**config.mk**
```make
export PLATFORM = sky130hd
export DESIGN_NAME = trc_top
export DESIGN_NICKNAME = d
export VERILOG_FILES = /design/src/verilog/trc_top.v
export VERILOG_INCLUDE_DIRS = /design/src /design/src/include
export SDC_FILE = /design/constraint.sdc
export NUM_CORES = 1
export LEC_CHECK = 0
export ABC_AREA = 1
export BUFFER_PORTS_ARGS = -buffer_cell sky130_fd_sc_hd__buf_2
export CORE_ASPECT_RATIO = 1.25
export CORE_MARGIN = 2
export CORE_UTILIZATION = 60
export CTS_BUF_LIST = sky130_fd_sc_hd__clkbuf_16
export DETAILED_ROUTE_END_ITERATION = 10
export HOLD_SLACK_MARGIN = 0.12
export PLACE_DENSITY = 0.78
export SYNTH_ARGS = -nofsm -noshare
export SYNTH_HDL_FRONTEND = slang
export SYNTH_SLANG_ARGS = --single-unit
```
**constraint.sdc**
```tcl
create_clock -name clk_sys -period 2 [get_ports clk_sys]
set_input_delay 0.3 -clock clk_sys [delete_from_list [all_inputs] [get_ports clk_sys]]
set_output_delay 0.3 -clock clk_sys [all_outputs]
set_load 0.02 [all_outputs]
```
**src/include/trc_map.vh**
```
// Constants for the transfer remote control block
// Operation
// RL1 - Remote inputs act only when remote selected
// RL2 - Remote pulses held at least 250 ms
// RL3 - RF enable input turns on-air Rf_enable_input
// RL4 - RF disable input turns on-air Rf_disable_input
// RL5 - Disable or auto RF ends maintenance mode
// RL6 - First-to-air selects first, manual, no maintenance
// RL7 - Second-to-air selects second, manual, no maintenance
// RL8 - Auto RF input sets automatic RF transfer
// RL9 - Auto RF entry routes main to antenna
// RL10 - Auto audio input sets automatic audio transfer
// RL11 - Held auto audio blocks panel, link audio
// RL12 - Main audio input selects main, manual audio
// RL13 - Backup audio input selects backup, manual audio
// RL14 - Dummy-load RF needs interlock low, always
// RL15 - Two position drives, one per position
// RL16 - Indication contacts report reached switch position
// RL17 - Switch interlock opens before moving contacts
// RL18 - Open interlock or mismatch inhibits all RF
// RL19 - Inputs synchronised, debounced, act on assertion
// RL20 - Conflicting RF group inputs do nothing
// RL21 - Conflicting audio group inputs do nothing
// RL22 - RF enable plus disable obeys disable
// RL23 - Remote command beats conflicting local command
`ifndef TRC_MAP_VH
`define TRC_MAP_VH

// ==================================================
// Timing
`define TRC_CLK_KHZ 40000
`define TRC_DEBOUNCE_MS 5
`define TRC_DEBOUNCE_CYC 18'h30d40
`define TRC_CNT_W 18

// ==================================================
// Register offsets
`define TRC_ADDR_W 4
`define TRC_DATA_W 16
`define TRC_REG_CMD 4'h0
`define TRC_REG_CFG 4'h4
`define TRC_REG_STAT 4'h8
`define TRC_REG_INPUT 4'hc

// ==================================================
// Command register bits (write one to act)
`define TRC_CMD_RF_ENABLE_INPUT 0
`define TRC_CMD_RF_DISABLE_INPUT 1
`define TRC_CMD_FIRST 2
`define TRC_CMD_SECOND 3
`define TRC_CMD_AUTO_RF 4
`define TRC_CMD_AES_MAIN 5
`define TRC_CMD_AES_BACKUP 6
`define TRC_CMD_AES_AUTO 7
`define TRC_CMD_MAINT_ON 8
`define TRC_CMD_LINK_MAIN 9
`define TRC_CMD_LINK_BACKUP 10
`define TRC_CMD_LINK_AUTO 11

// ==================================================
// Configuration bits and reset value
`define TRC_CFG_REMOTE 0
`define TRC_CFG_RESET 1'h0

// ==================================================
// Input vector positions
`define TRC_NIN 12
`define TRC_IN_RF_ENABLE_INPUT 0
`define TRC_IN_RF_DISABLE_INPUT 1
`define TRC_IN_FIRST 2
`define TRC_IN_SECOND 3
`define TRC_IN_AUTO_RF 4
`define TRC_IN_AUTO_AES 5
`define TRC_IN_MAIN_AES 6
`define TRC_IN_BACKUP_AES 7
`define TRC_IN_DUMMY_OK 8
`define TRC_IN_IND_FIRST 9
`define TRC_IN_IND_SECOND 10
`define TRC_IN_LOOP_CLOSED 11

`endif

```
**src/verilog/trc_top.v**
```verilog
// Transfer controller: remote inputs, modes, coax switch and RF gating
//
// Design decisions made here: the address map and the strobed register port.
`include "trc_map.vh"

module trc_top #(
    parameter [`TRC_CNT_W-1:0] DEBOUNCE_CYC = `TRC_DEBOUNCE_CYC
)(
    // Clock, reset, enable
    input wire clk_sys,
    input wire rst,
    input wire ce,
    // Register port
    input wire [`TRC_ADDR_W-1:0] reg_addr,
    input wire [`TRC_DATA_W-1:0] reg_wdata,
    input wire reg_wr,
    input wire reg_rd,
    output reg [`TRC_DATA_W-1:0] reg_rdata,
    // Remote control pins, active low
    input wire rf_enable_input_n,
    input wire rf_disable_input_n,
    input wire first_xmtr_to_antenna_n,
    input wire second_xmtr_to_antenna_n,
    input wire auto_rf_transfer_input_n,
    input wire auto_aes_transfer_input_n,
    input wire main_aes_select_input_n,
    input wire backup_aes_select_input_n,
    input wire dummy_load_interlock_n,
    // Coaxial switch contacts, active low
    input wire switch_ind_first_n,
    input wire switch_ind_second_n,
    input wire switch_loop_closed_n,
    // Coaxial switch position drives
    output reg switch_drive_first,
    output reg switch_drive_second,
    // Transmitter RF enables
    output reg rf_enable_first_transmitter,
    output reg rf_enable_second_transmitter,
    // Indicators
    output reg led_rf_enable_input,
    output reg led_first_select,
    output reg led_second_select,
    output reg led_rf_auto,
    output reg led_aes_auto,
    output reg led_aes_main,
    output reg led_aes_backup,
    output reg led_maintenance,
    output reg aes_source_backup
);

    // ==================================================
    // Helpers
    // True when a is the only one of three asserted
    function sole3;
        input a, b, c;
        begin
            sole3 = a & ~b & ~c;
        end
    endfunction

    localparam SW_READY = 2'b01;
    localparam SW_MOVE = 2'b10;

    // ==================================================
    // Input synchronising and debouncing
    wire [`TRC_NIN-1:0] pin_n;
    assign pin_n = {switch_loop_closed_n, switch_ind_second_n,
                    switch_ind_first_n, dummy_load_interlock_n,
                    backup_aes_select_input_n, main_aes_select_input_n,
                    auto_aes_transfer_input_n, auto_rf_transfer_input_n,
                    second_xmtr_to_antenna_n, first_xmtr_to_antenna_n,
                    rf_disable_input_n, rf_enable_input_n};

    reg [`TRC_NIN-1:0] lvl, lvl_d;
    wire [`TRC_NIN-1:0] act;
    genvar gi;
    generate
        for (gi = 0; gi < `TRC_NIN; gi = gi + 1)
        begin : g_in
            reg s1, s2, s3;
            reg [`TRC_CNT_W-1:0] cnt;
            // Stage one feeds stage two only; idle pins read high
            always @(posedge clk_sys)
            begin
                if (rst)
                begin
                    s1 <= 1'h1;
                    s2 <= 1'h1;
                    s3 <= 1'h1;
                    cnt <= {`TRC_CNT_W{1'b0}};
                    lvl[gi] <= 1'h0;
                    lvl_d[gi] <= 1'h0;
                end
                else if (ce)
                begin
                    s1 <= pin_n[gi];
                    s2 <= s1;
                    s3 <= s2;
                    lvl_d[gi] <= lvl[gi];
                    // Level must hold a full debounce time to count
                    if (s2 != s3 || (~s3) == lvl[gi]) // RL19
                        cnt <= {`TRC_CNT_W{1'b0}};
                    else if (cnt >= DEBOUNCE_CYC - 1'b1)
                    begin
                        lvl[gi] <= ~s3;
                        cnt <= {`TRC_CNT_W{1'b0}};
                    end
                    else
                        cnt <= cnt + 1'b1;
                end
            end
            assign act[gi] = lvl[gi] & ~lvl_d[gi]; // RL19
        end
    endgenerate

    // ==================================================
    // Control state
    reg cfg_remote, rf_enable_input, main_sel, rf_auto, aes_auto;
    reg aes_backup, maint, pos_cmd;
    reg [1:0] sw_state;
    wire rem, rf_grp_ok, aes_grp_ok, r_on, r_off, r_first, r_second;
    wire r_auto, r_aes_auto, r_aes_main, r_aes_backup, aes_lock, cmd_wr;

    assign rem = cfg_remote; // RL1
    assign r_off = rem & (act[`TRC_IN_RF_DISABLE_INPUT]
        | (act[`TRC_IN_RF_ENABLE_INPUT] & lvl[`TRC_IN_RF_DISABLE_INPUT])); // RL22
    assign r_on = rem & act[`TRC_IN_RF_ENABLE_INPUT] & ~lvl[`TRC_IN_RF_DISABLE_INPUT];
    assign rf_grp_ok = sole3(lvl[`TRC_IN_FIRST], lvl[`TRC_IN_SECOND],
                              lvl[`TRC_IN_AUTO_RF])
        | sole3(lvl[`TRC_IN_SECOND], lvl[`TRC_IN_FIRST],
                lvl[`TRC_IN_AUTO_RF])
        | sole3(lvl[`TRC_IN_AUTO_RF], lvl[`TRC_IN_FIRST],
                lvl[`TRC_IN_SECOND]); // RL20
    assign aes_grp_ok = sole3(lvl[`TRC_IN_AUTO_AES], lvl[`TRC_IN_MAIN_AES],
                              lvl[`TRC_IN_BACKUP_AES])
        | sole3(lvl[`TRC_IN_MAIN_AES], lvl[`TRC_IN_AUTO_AES],
                lvl[`TRC_IN_BACKUP_AES])
        | sole3(lvl[`TRC_IN_BACKUP_AES], lvl[`TRC_IN_AUTO_AES],
                lvl[`TRC_IN_MAIN_AES]); // RL21
    assign r_first = rem & rf_grp_ok & act[`TRC_IN_FIRST];
    assign r_second = rem & rf_grp_ok & act[`TRC_IN_SECOND];
    assign r_auto = rem & rf_grp_ok & act[`TRC_IN_AUTO_RF];
    assign r_aes_auto = rem & aes_grp_ok & act[`TRC_IN_AUTO_AES];
    assign r_aes_main = rem & aes_grp_ok & act[`TRC_IN_MAIN_AES];
    assign r_aes_backup = rem & aes_grp_ok & act[`TRC_IN_BACKUP_AES];
    assign aes_lock = rem & lvl[`TRC_IN_AUTO_AES]; // RL11
    assign cmd_wr = reg_wr && reg_addr == `TRC_REG_CMD;

    // Local actions first, remote ones after so they win the same cycle
    always @(posedge clk_sys)
    begin
        if (rst)
        begin
            cfg_remote <= `TRC_CFG_RESET;
            {rf_enable_input, main_sel, rf_auto, aes_auto} <= 4'h0;
            {aes_backup, maint, pos_cmd} <= 3'h0;
        end
        else if (ce)
        begin
            if (reg_wr && reg_addr == `TRC_REG_CFG)
                cfg_remote <= reg_wdata[`TRC_CFG_REMOTE];
            if (cmd_wr)
            begin
                if (reg_wdata[`TRC_CMD_RF_DISABLE_INPUT])
                    rf_enable_input <= 1'h0;
                else if (reg_wdata[`TRC_CMD_RF_ENABLE_INPUT])
                    rf_enable_input <= 1'h1;
                if (reg_wdata[`TRC_CMD_MAINT_ON])
                    maint <= 1'h1;
                if (reg_wdata[`TRC_CMD_FIRST])
                begin
                    main_sel <= 1'h0;
                    pos_cmd <= 1'h0;
                    rf_auto <= 1'h0;
                    maint <= 1'h0;
                end
                else if (reg_wdata[`TRC_CMD_SECOND])
                begin
                    main_sel <= 1'h1;
                    pos_cmd <= 1'h1;
                    rf_auto <= 1'h0;
                    maint <= 1'h0;
                end
                else if (reg_wdata[`TRC_CMD_AUTO_RF])
                begin
                    rf_auto <= 1'h1;
                    pos_cmd <= main_sel;
                    maint <= 1'h0;
                end
                // Panel and link audio lose while auto audio pin is held in remote mode
                if (!aes_lock) // RL11
                begin
                    if (reg_wdata[`TRC_CMD_AES_AUTO]
                        | reg_wdata[`TRC_CMD_LINK_AUTO])
                        aes_auto <= 1'h1;
                    else if (reg_wdata[`TRC_CMD_AES_MAIN]
                        | reg_wdata[`TRC_CMD_LINK_MAIN])
                    begin
                        aes_backup <= 1'h0;
                        aes_auto <= 1'h0;
                    end
                    else if (reg_wdata[`TRC_CMD_AES_BACKUP]
                        | reg_wdata[`TRC_CMD_LINK_BACKUP])
                    begin
                        aes_backup <= 1'h1;
                        aes_auto <= 1'h0;
                    end
                end
            end
            // Remote commands, assigned last so they win
            if (r_off) // RL23
            begin
                rf_enable_input <= 1'h0; // RL4
                maint <= 1'h0; // RL5
            end
            else if (r_on)
                rf_enable_input <= 1'h1; // RL3
            if (r_first)
            begin
                main_sel <= 1'h0; // RL6
                pos_cmd <= 1'h0;
                rf_auto <= 1'h0;
                maint <= 1'h0;
            end
            if (r_second)
            begin
                main_sel <= 1'h1; // RL7
                pos_cmd <= 1'h1;
                rf_auto <= 1'h0;
                maint <= 1'h0;
            end
            if (r_auto)
            begin
                rf_auto <= 1'h1; // RL8
                pos_cmd <= main_sel; // RL9
                maint <= 1'h0; // RL5
            end
            if (r_aes_auto)
                aes_auto <= 1'h1; // RL10
            if (r_aes_main)
            begin
                aes_backup <= 1'h0; // RL12
                aes_auto <= 1'h0;
            end
            if (r_aes_backup)
            begin
                aes_backup <= 1'h1; // RL13
                aes_auto <= 1'h0;
            end
        end
    end

    // ==================================================
    // Coaxial switch transfer tracking
    wire sw_match;
    assign sw_match = lvl[`TRC_IN_LOOP_CLOSED] // RL16
        & (pos_cmd ? (lvl[`TRC_IN_IND_SECOND] & ~lvl[`TRC_IN_IND_FIRST])
                   : (lvl[`TRC_IN_IND_FIRST] & ~lvl[`TRC_IN_IND_SECOND]));

    // RF stays off from the command until the switch reports arrival
    always @(posedge clk_sys)
    begin
        if (rst)
            sw_state <= SW_MOVE;
        else if (ce)
        begin
            case (sw_state)
                SW_READY:
                    if (pos_cmd != switch_drive_second || !sw_match)
                        sw_state <= SW_MOVE; // RL18
                SW_MOVE:
                    if (pos_cmd == switch_drive_second && sw_match)
                        sw_state <= SW_READY; // RL18
                default:
                    sw_state <= SW_MOVE;
            endcase
        end
    end

    // ==================================================
    // Outputs
    wire ready, air_en, dummy_en;
    assign ready = (sw_state == SW_READY) && sw_match; // RL18
    // Interlock acts in local and remote mode alike
    assign air_en = ready & rf_enable_input;
    assign dummy_en = ready & maint & lvl[`TRC_IN_DUMMY_OK]; // RL14

    always @(posedge clk_sys)
    begin
        if (rst)
            {switch_drive_first, switch_drive_second, led_rf_enable_input,
                rf_enable_first_transmitter, rf_enable_second_transmitter,
                led_first_select, led_second_select, led_rf_auto,
                led_aes_auto, led_aes_main, led_aes_backup,
                led_maintenance, aes_source_backup} <= 13'h0000;
        else if (ce)
        begin
            switch_drive_first <= ~pos_cmd; // RL15
            switch_drive_second <= pos_cmd; // RL15
            rf_enable_first_transmitter <= pos_cmd ? dummy_en : air_en;
            rf_enable_second_transmitter <= pos_cmd ? air_en : dummy_en;
            led_rf_enable_input <= rf_enable_input;
            led_first_select <= ~main_sel;
            led_second_select <= main_sel;
            led_rf_auto <= rf_auto;
            led_aes_auto <= aes_auto;
            led_aes_main <= ~aes_backup;
            led_aes_backup <= aes_backup;
            led_maintenance <= maint;
            aes_source_backup <= aes_backup;
        end
    end

    // ==================================================
    // Register read port, data valid the cycle after the strobe
    always @(posedge clk_sys)
    begin
        if (rst)
            reg_rdata <= {`TRC_DATA_W{1'b0}};
        else if (ce)
        begin
            reg_rdata <= {`TRC_DATA_W{1'b0}};
            if (reg_rd)
            begin
                if (reg_addr == `TRC_REG_CFG)
                    reg_rdata <= {15'h0000, cfg_remote};
                else if (reg_addr == `TRC_REG_STAT)
                    reg_rdata <= {7'h00, cfg_remote, ready, pos_cmd, maint,
                                  aes_backup, aes_auto, rf_auto, main_sel,
                                  rf_enable_input};
                else if (reg_addr == `TRC_REG_INPUT)
                    reg_rdata <= {4'h0, lvl};
            end
        end
    end

endmodule // trc_top

```
* Word level (Yosys, flattened, before mapping)
Cells that the tools add are included.
Widths: inputs -> output; s select.
** Storage, ports and cells
- Register bits :: 310
- Bits of input ports :: 37
** Operators by class
- Reductions and logical operators :: 51
- Bitwise logic cells :: 91
- Multiplexer cells :: 82
- Order comparisons :: 12
- $add $sub $neg :: 12
- Equality and inequality tests :: 36
** Operator list (number)
- $mux 18 :: 24
- $add 18x1->18 const B :: 12
- $ge 18x18->1 const B :: 12
- $mux 1 :: 51
- $reduce_and 3->1 :: 17
- $mux 12 :: 4
- $not 1->1 :: 44
- $and 1x1->1 :: 39
- $reduce_bool 4->1 :: 5
- $eq 1x1->1 :: 13
- $logic_or 1x1->1 :: 13
- $ne 1x1->1 :: 13
- $reduce_bool 6->1 :: 2
- $reduce_bool 3->1 :: 3
- $eq 4x4->1 const B :: 2
- $or 1x1->1 :: 8
- $reduce_bool 8->1 :: 1
- $ne 3x3->1 const B :: 2
- $reduce_and 5->1 :: 1
- $reduce_bool 5->1 :: 1
- $eq 4x3->1 const B :: 1
- $logic_and 1x1->1 :: 4
- $logic_not 4->1 :: 1
- $mux 2 :: 2
- other kinds (8) :: 9

* Longest topological paths before layout
- Word-level depth :: 10
- Mapped depth :: 11

* Least setup slack after synthesis
Ideal clock, no wire load.
- Kind :: flip-flop to flip-flop
- Start point :: reg g_in[6].cnt[0]
- End point :: reg g_in[6].cnt[2]
- Clock period less this slack :: 1.522 ns
- Library setup time :: 0.132 ns
- Required time :: 1.868 ns
- Setup slack :: 0.478 ns
- Arrival :: 1.389 ns
- Cell stages (with the launch flop) :: 10
- Cell sequence :: dfxtp_1 > ha_1 > nand3_1 > nor2_2 > o21ai_1 > nand2_1 > nand2_2 > buf_6 > nand4_1 > a21oi_1
** On the way
- Longest elaborated chain between the ends :: 3
- Elaborated cells between the ends (all ways) :: 4
- Classes of those cells :: 1 x add/sub; 1 x order compare; 2 x mux
** Ends and longest elaborated chain
- start: declaration :: RTL line trc_top.v:81 : reg [`TRC_CNT_W-1:0] cnt;
- start signal: assignment :: RTL line trc_top.v:90 : cnt <= {`TRC_CNT_W{1'b0}};
- start signal: assignment :: RTL line trc_top.v:102 : cnt <= {`TRC_CNT_W{1'b0}};
- start signal: assignment :: RTL line trc_top.v:106 : cnt <= {`TRC_CNT_W{1'b0}};
- $add 18x1->18 / $ge 18x18->1 (equally long branches) :: RTL line trc_top.v:109, trc_top.v:103
- $mux 18 (*) :: RTL line trc_top.v:103 : else if (cnt >= DEBOUNCE_CYC - 1'b1)
- $mux 18 (*) :: RTL line trc_top.v:101 : if (s2 != s3 || (~s3) == lvl[gi])
Every way passes the cells marked *; elsewhere a longest branch is shown, timed or not.
A chain may end at the register's enable or synchronous reset.

* Final worst setup path
- Start point :: reg g_in[8].cnt[0]
- End point :: reg g_in[8].cnt[11]
** On the way
- Longest elaborated chain between the ends :: 3
- Elaborated cells between the ends (all ways) :: 4
- Classes of those cells :: 1 x add/sub; 1 x order compare; 2 x mux
** Ends and longest elaborated chain (RTL line)
- start: declaration :: trc_top.v:81
- start signal: assignment :: trc_top.v:90
- start signal: assignment :: trc_top.v:102
- start signal: assignment :: trc_top.v:106
- $add 18x1->18 / $ge 18x18->1 (equally long branches) :: trc_top.v:109, trc_top.v:103
- $mux 18 (*) :: trc_top.v:103
- $mux 18 (*) :: trc_top.v:101
Marks and branches as above.

==> results.py <==
metrics = {
    "outcome": {
        "run_status": "complete, no violations",
    },
    "cells_and_area": {
        "nNetsFinal": 2726,
        "antennaDiodeCount": 0,
        "design_area_mm2": 0.0190,
        "layout-drive-gt1-share_pct": 7.77,
        "finalNonFillerCells": 3058,
        "layout-area-overhead-vs-synth_pct": 9.86,
    },
    "sta": {
        "worst_clock_skew_ps": 15.6,
        "finalWorstPathRequiredPeriod_ps": 1810,
        "timing.final.hold_violations": 0,
        "slew-limit-headroom_pct": 57.2,
        "clock.fmax_mhz": 554,
        "finalSetupViolations": 0,
        "total_negative_setup_slack_ps": 0,
        "final_worst_setup_slack_ps": 195,
        "post-route-period-util_pct": 90.3,
        "timing.final.max_slew_violations": 0,
        "tightestPinTransition_ps": 641,
        "setup_repair_after_global_routing_missed_its_margin": "false",
    },
    "place": {
        "placed_area_mm2": 0.0177,
        "place.port_buffers": 57,
        "numPlacedInstances": 2981,
        "post-place-ws_ps": 183,
        "dp.final_hpwl_mm": 27.9,
        "final_wtd_congestion": 0.922,
    },
    "detailed_routing": {
        "viasPerCell": 5.50,
        "totalWireLength_mm": 40.7,
        "detail_route.drc_violations": 0,
        "drtIter0Drc": 1035,
        "drtPass1Iterations": 5,
        "num_vias": 16808,
        "detail-route-antenna-nets": 0,
        "wl_per_cell_um": 13.3,
    },
    "critical_path": {
        "end_kind": "register",
        "slowest_stage": "sky130_fd_sc_hd__dfxtp_1",
        "critical_path.n_buffers_inverters": 0,
        "critical-path-top-delay-family": "simple AND/OR/NAND/NOR gates",
        "r2r_start": "g_in[8].cnt[0]",
        "worstPathArrival_ps": 2180,
        "cp_max_fo": 18,
        "timing.critical_path.from": "g_in[8].cnt[0]",
        "start_kind": "register",
        "required_ps": 2380,
        "max_stage_delay_ps": 390,
        "criticalPathCategory": "register to register",
        "crit_chain": "ha_1 -> nand3_2 -> nor2_2 -> o21ai_1 -> nand2_1 -> nand2_2 -> nand3_1 -> a21oi_1",
    },
    "yosys": {
        "synth-async-reset-ratio_pct": 0,
        "yosysUniqueCellTypes": 39,
        "netlist.top_cell.by_area": "sky130_fd_sc_hd__dfxtp_1",
        "netlist.area_leader.share_pct": 35.5,
        "synth_seq_area_share_pct": 35.5,
        "post_synth_instance_area_mm2": 0.0173,
        "synth_enable_flop_cells": 0,
        "synth.area.top_cells": "sky130_fd_sc_hd__dfxtp_1, sky130_fd_sc_hd__nand2_1, sky130_fd_sc_hd__nand3_1, sky130_fd_sc_hd__a21oi_1, sky130_fd_sc_hd__nor2_1",
        "most_frequently_used_cell_type_in_the_post_synthesis_netlist": "sky130_fd_sc_hd__nand2_1",
        "postSynth.topFlopCell": "sky130_fd_sc_hd__dfxtp_1",
        "synthesis.instances": 2645,
        "post_synthesis_area_per_instance_um2": 6.52,
        "ff_latch_count_synth": 306,
        "yosysWarnings": 0,
        "synthTopCellsByCount": "sky130_fd_sc_hd__nand2_1, sky130_fd_sc_hd__nor2_1, sky130_fd_sc_hd__dfxtp_1",
    },
    "power": {
        "power_density_mw_per_mm2": 691,
        "power.static_leakage_nw": 7.28,
        "ir_drop_mv": 0.580,
    },
    "floorplanning": {
        "io_pins": 66,
        "fp.coreArea_mm2": 0.0284,
        "floorplan.die.width_um": 156,
        "initial_core_util_pct": 60.7,
        "die-area_mm2": 0.0301,
        "y_dimension_of_the_die_um": 194,
        "placementRows": 69,
    },
    "grt": {
        "track_usage_pct": 27.2,
        "grt_start_max_net_pins": 100,
        "grt_antenna_before_repair": 0,
        "grt_pass1_vias": 16057,
        "grt_first_pass_wirelength_mm": 71.0,
        "global_route.overflow_total": 0,
    },
    "min_path": {
        "hold_class": "primary input to register",
        "hold_start": "ce",
    },
    "clock_tree": {
        "cts-root-buf": "sky130_fd_sc_hd__clkbuf_16",
        "cts-buffers-inserted": 34,
        "cts.reportedPaths.clkPinSlew_ps": 60,
        "clk-insertion-delay-late_ps": 520,
        "post_cts.repair.setup_buffers": 0,
        "buffers_from_clock_root_to_sink_at_most": 3,
        "tritoncts": "done",
        "cts.sinks": 306,
        "clock_tree.htree_level_count": 2,
    },
    "flow_run": {
        "max_cap_viol_count": 0,
    },
}
## worst min-delay path: stages
cell                      delay [ps]
sky130_fd_sc_hd__buf_4           190
sky130_fd_sc_hd__nand2_1          70
sky130_fd_sc_hd__nand3_1          60
## path summary, 6_finish.rpt
| path | cells after the start | endpoint | slack [ps] |
|---|---|---|---|
| max | 8 | g_in[8].cnt[11] | 190 |
| min reg2reg | 2 | g_in[2].s1 | 460 |
| max reg2reg | 8 | g_in[8].cnt[11] | 190 |
| min | 3 | g_in[11].s1 | 140 |
## layer usage
metal | GRT usage (%) | routed length [µm] | part of all wire [%] | vias to the layer above
met5 | 0 | 0 | 0 | -
met4 | 9.45 | 1040 | 2.6 | 0
met3 | 2.91 | 1650 | 4.0 | 74
met2 | 48.4 | 20300 | 50 | 348
met1 | 33.9 | 17700 | 44 | 7671
li1 | - | - | - | 8715
## what timing repair did
item                                    CTS  global route
gates resized for setup                   0             2
hold buffers                             15             0
endpoints found under the setup margin    0             6
hold endpoints to repair                 23             0
## power breakdown
group          switching [W]  total, W  internal [W]
logic               0.000393  0.000556      0.000163
registers          0.0000541   0.00622       0.00617
clock network        0.00256   0.00631       0.00375
total                0.00301    0.0131        0.0101
## state kept, by name (all words and copies together) (netlist names), 2 cells and up
| register | cells |
|---|---|
| g_in.cnt | 216 |
| g_in.s1 | 12 |
| g_in.s2 | 12 |
| g_in.s3 | 12 |
| lvl | 12 |
| lvl_d | 8 |
| reg_rdata | 12 |
| sw_state | 2 |
## metrics by stage
stage / util (%) / total power (W) / hold slack (ps)
2_1_floorplan: - / 0.00671 / 426
3_3_place_gp: 62.2 / 0.00688 / 438
3_5_place_dp: 62.2 / 0.00689 / 445
4_1_cts: 66.7 / 0.0132 / 126
5_1_grt: 66.7 / 0.0135 / 159
6_report: 66.7 / 0.0131 / 140
## cell type report
type | count | area (µm²)
tap | 355 | 444
multi-input combinational | 2021 | 9760
fill | 2497 | 9450
inverter | 211 | 800
clock buffer | 34 | 851
timing repair buffer | 103 | 714
clock inverter | 28 | 263
sequential | 306 | 6130
## kinds of logic (layout without fill, tap and decap cells)
group / Yosys count / after routing / synth area share, %
buf+inv: 321 / 376 / 8.06
other cells: 1 / 4 / 0.0217
fa+ha+maj: 12 / 12 / 0.870
compound gates: 386 / 386 / 12.0
simple gates: 1515 / 1515 / 38.2
xor+xnor: 104 / 104 / 5.28
flops: 306 / 306 / 35.5
## cells in the final DEF (no fill, tap or decap), types with 5 or more instances in the layout
master	netlist	final
sky130_fd_sc_hd__nand3b_1	22	22
sky130_fd_sc_hd__nor2_2	16	16
sky130_fd_sc_hd__buf_2	31	55
sky130_fd_sc_hd__a21oi_1	266	266
sky130_fd_sc_hd__o21ai_0	80	80
sky130_fd_sc_hd__nor3_1	15	15
sky130_fd_sc_hd__dlygate4sd3_1	0	15
sky130_fd_sc_hd__nand2_1	725	725
sky130_fd_sc_hd__a21oi_4	7	7
sky130_fd_sc_hd__o21bai_1	9	9
sky130_fd_sc_hd__xnor2_1	35	35
sky130_fd_sc_hd__nand2_2	12	10
sky130_fd_sc_hd__nand3_2	12	12
sky130_fd_sc_hd__clkinv_1	2	11
sky130_fd_sc_hd__nand3_1	275	275
sky130_fd_sc_hd__clkbuf_16	0	34
sky130_fd_sc_hd__inv_1	206	213
sky130_fd_sc_hd__ha_1	12	12
sky130_fd_sc_hd__xor2_1	69	69
sky130_fd_sc_hd__or2_2	18	18
sky130_fd_sc_hd__o221ai_1	5	5
sky130_fd_sc_hd__nor2_1	319	319
sky130_fd_sc_hd__nand4_1	90	90
sky130_fd_sc_hd__buf_4	17	29
sky130_fd_sc_hd__o21ai_1	10	10
sky130_fd_sc_hd__bufinv_16	0	5
sky130_fd_sc_hd__dfxtp_1	306	306
No activity file was read; power rests on OpenSTA's default activity.
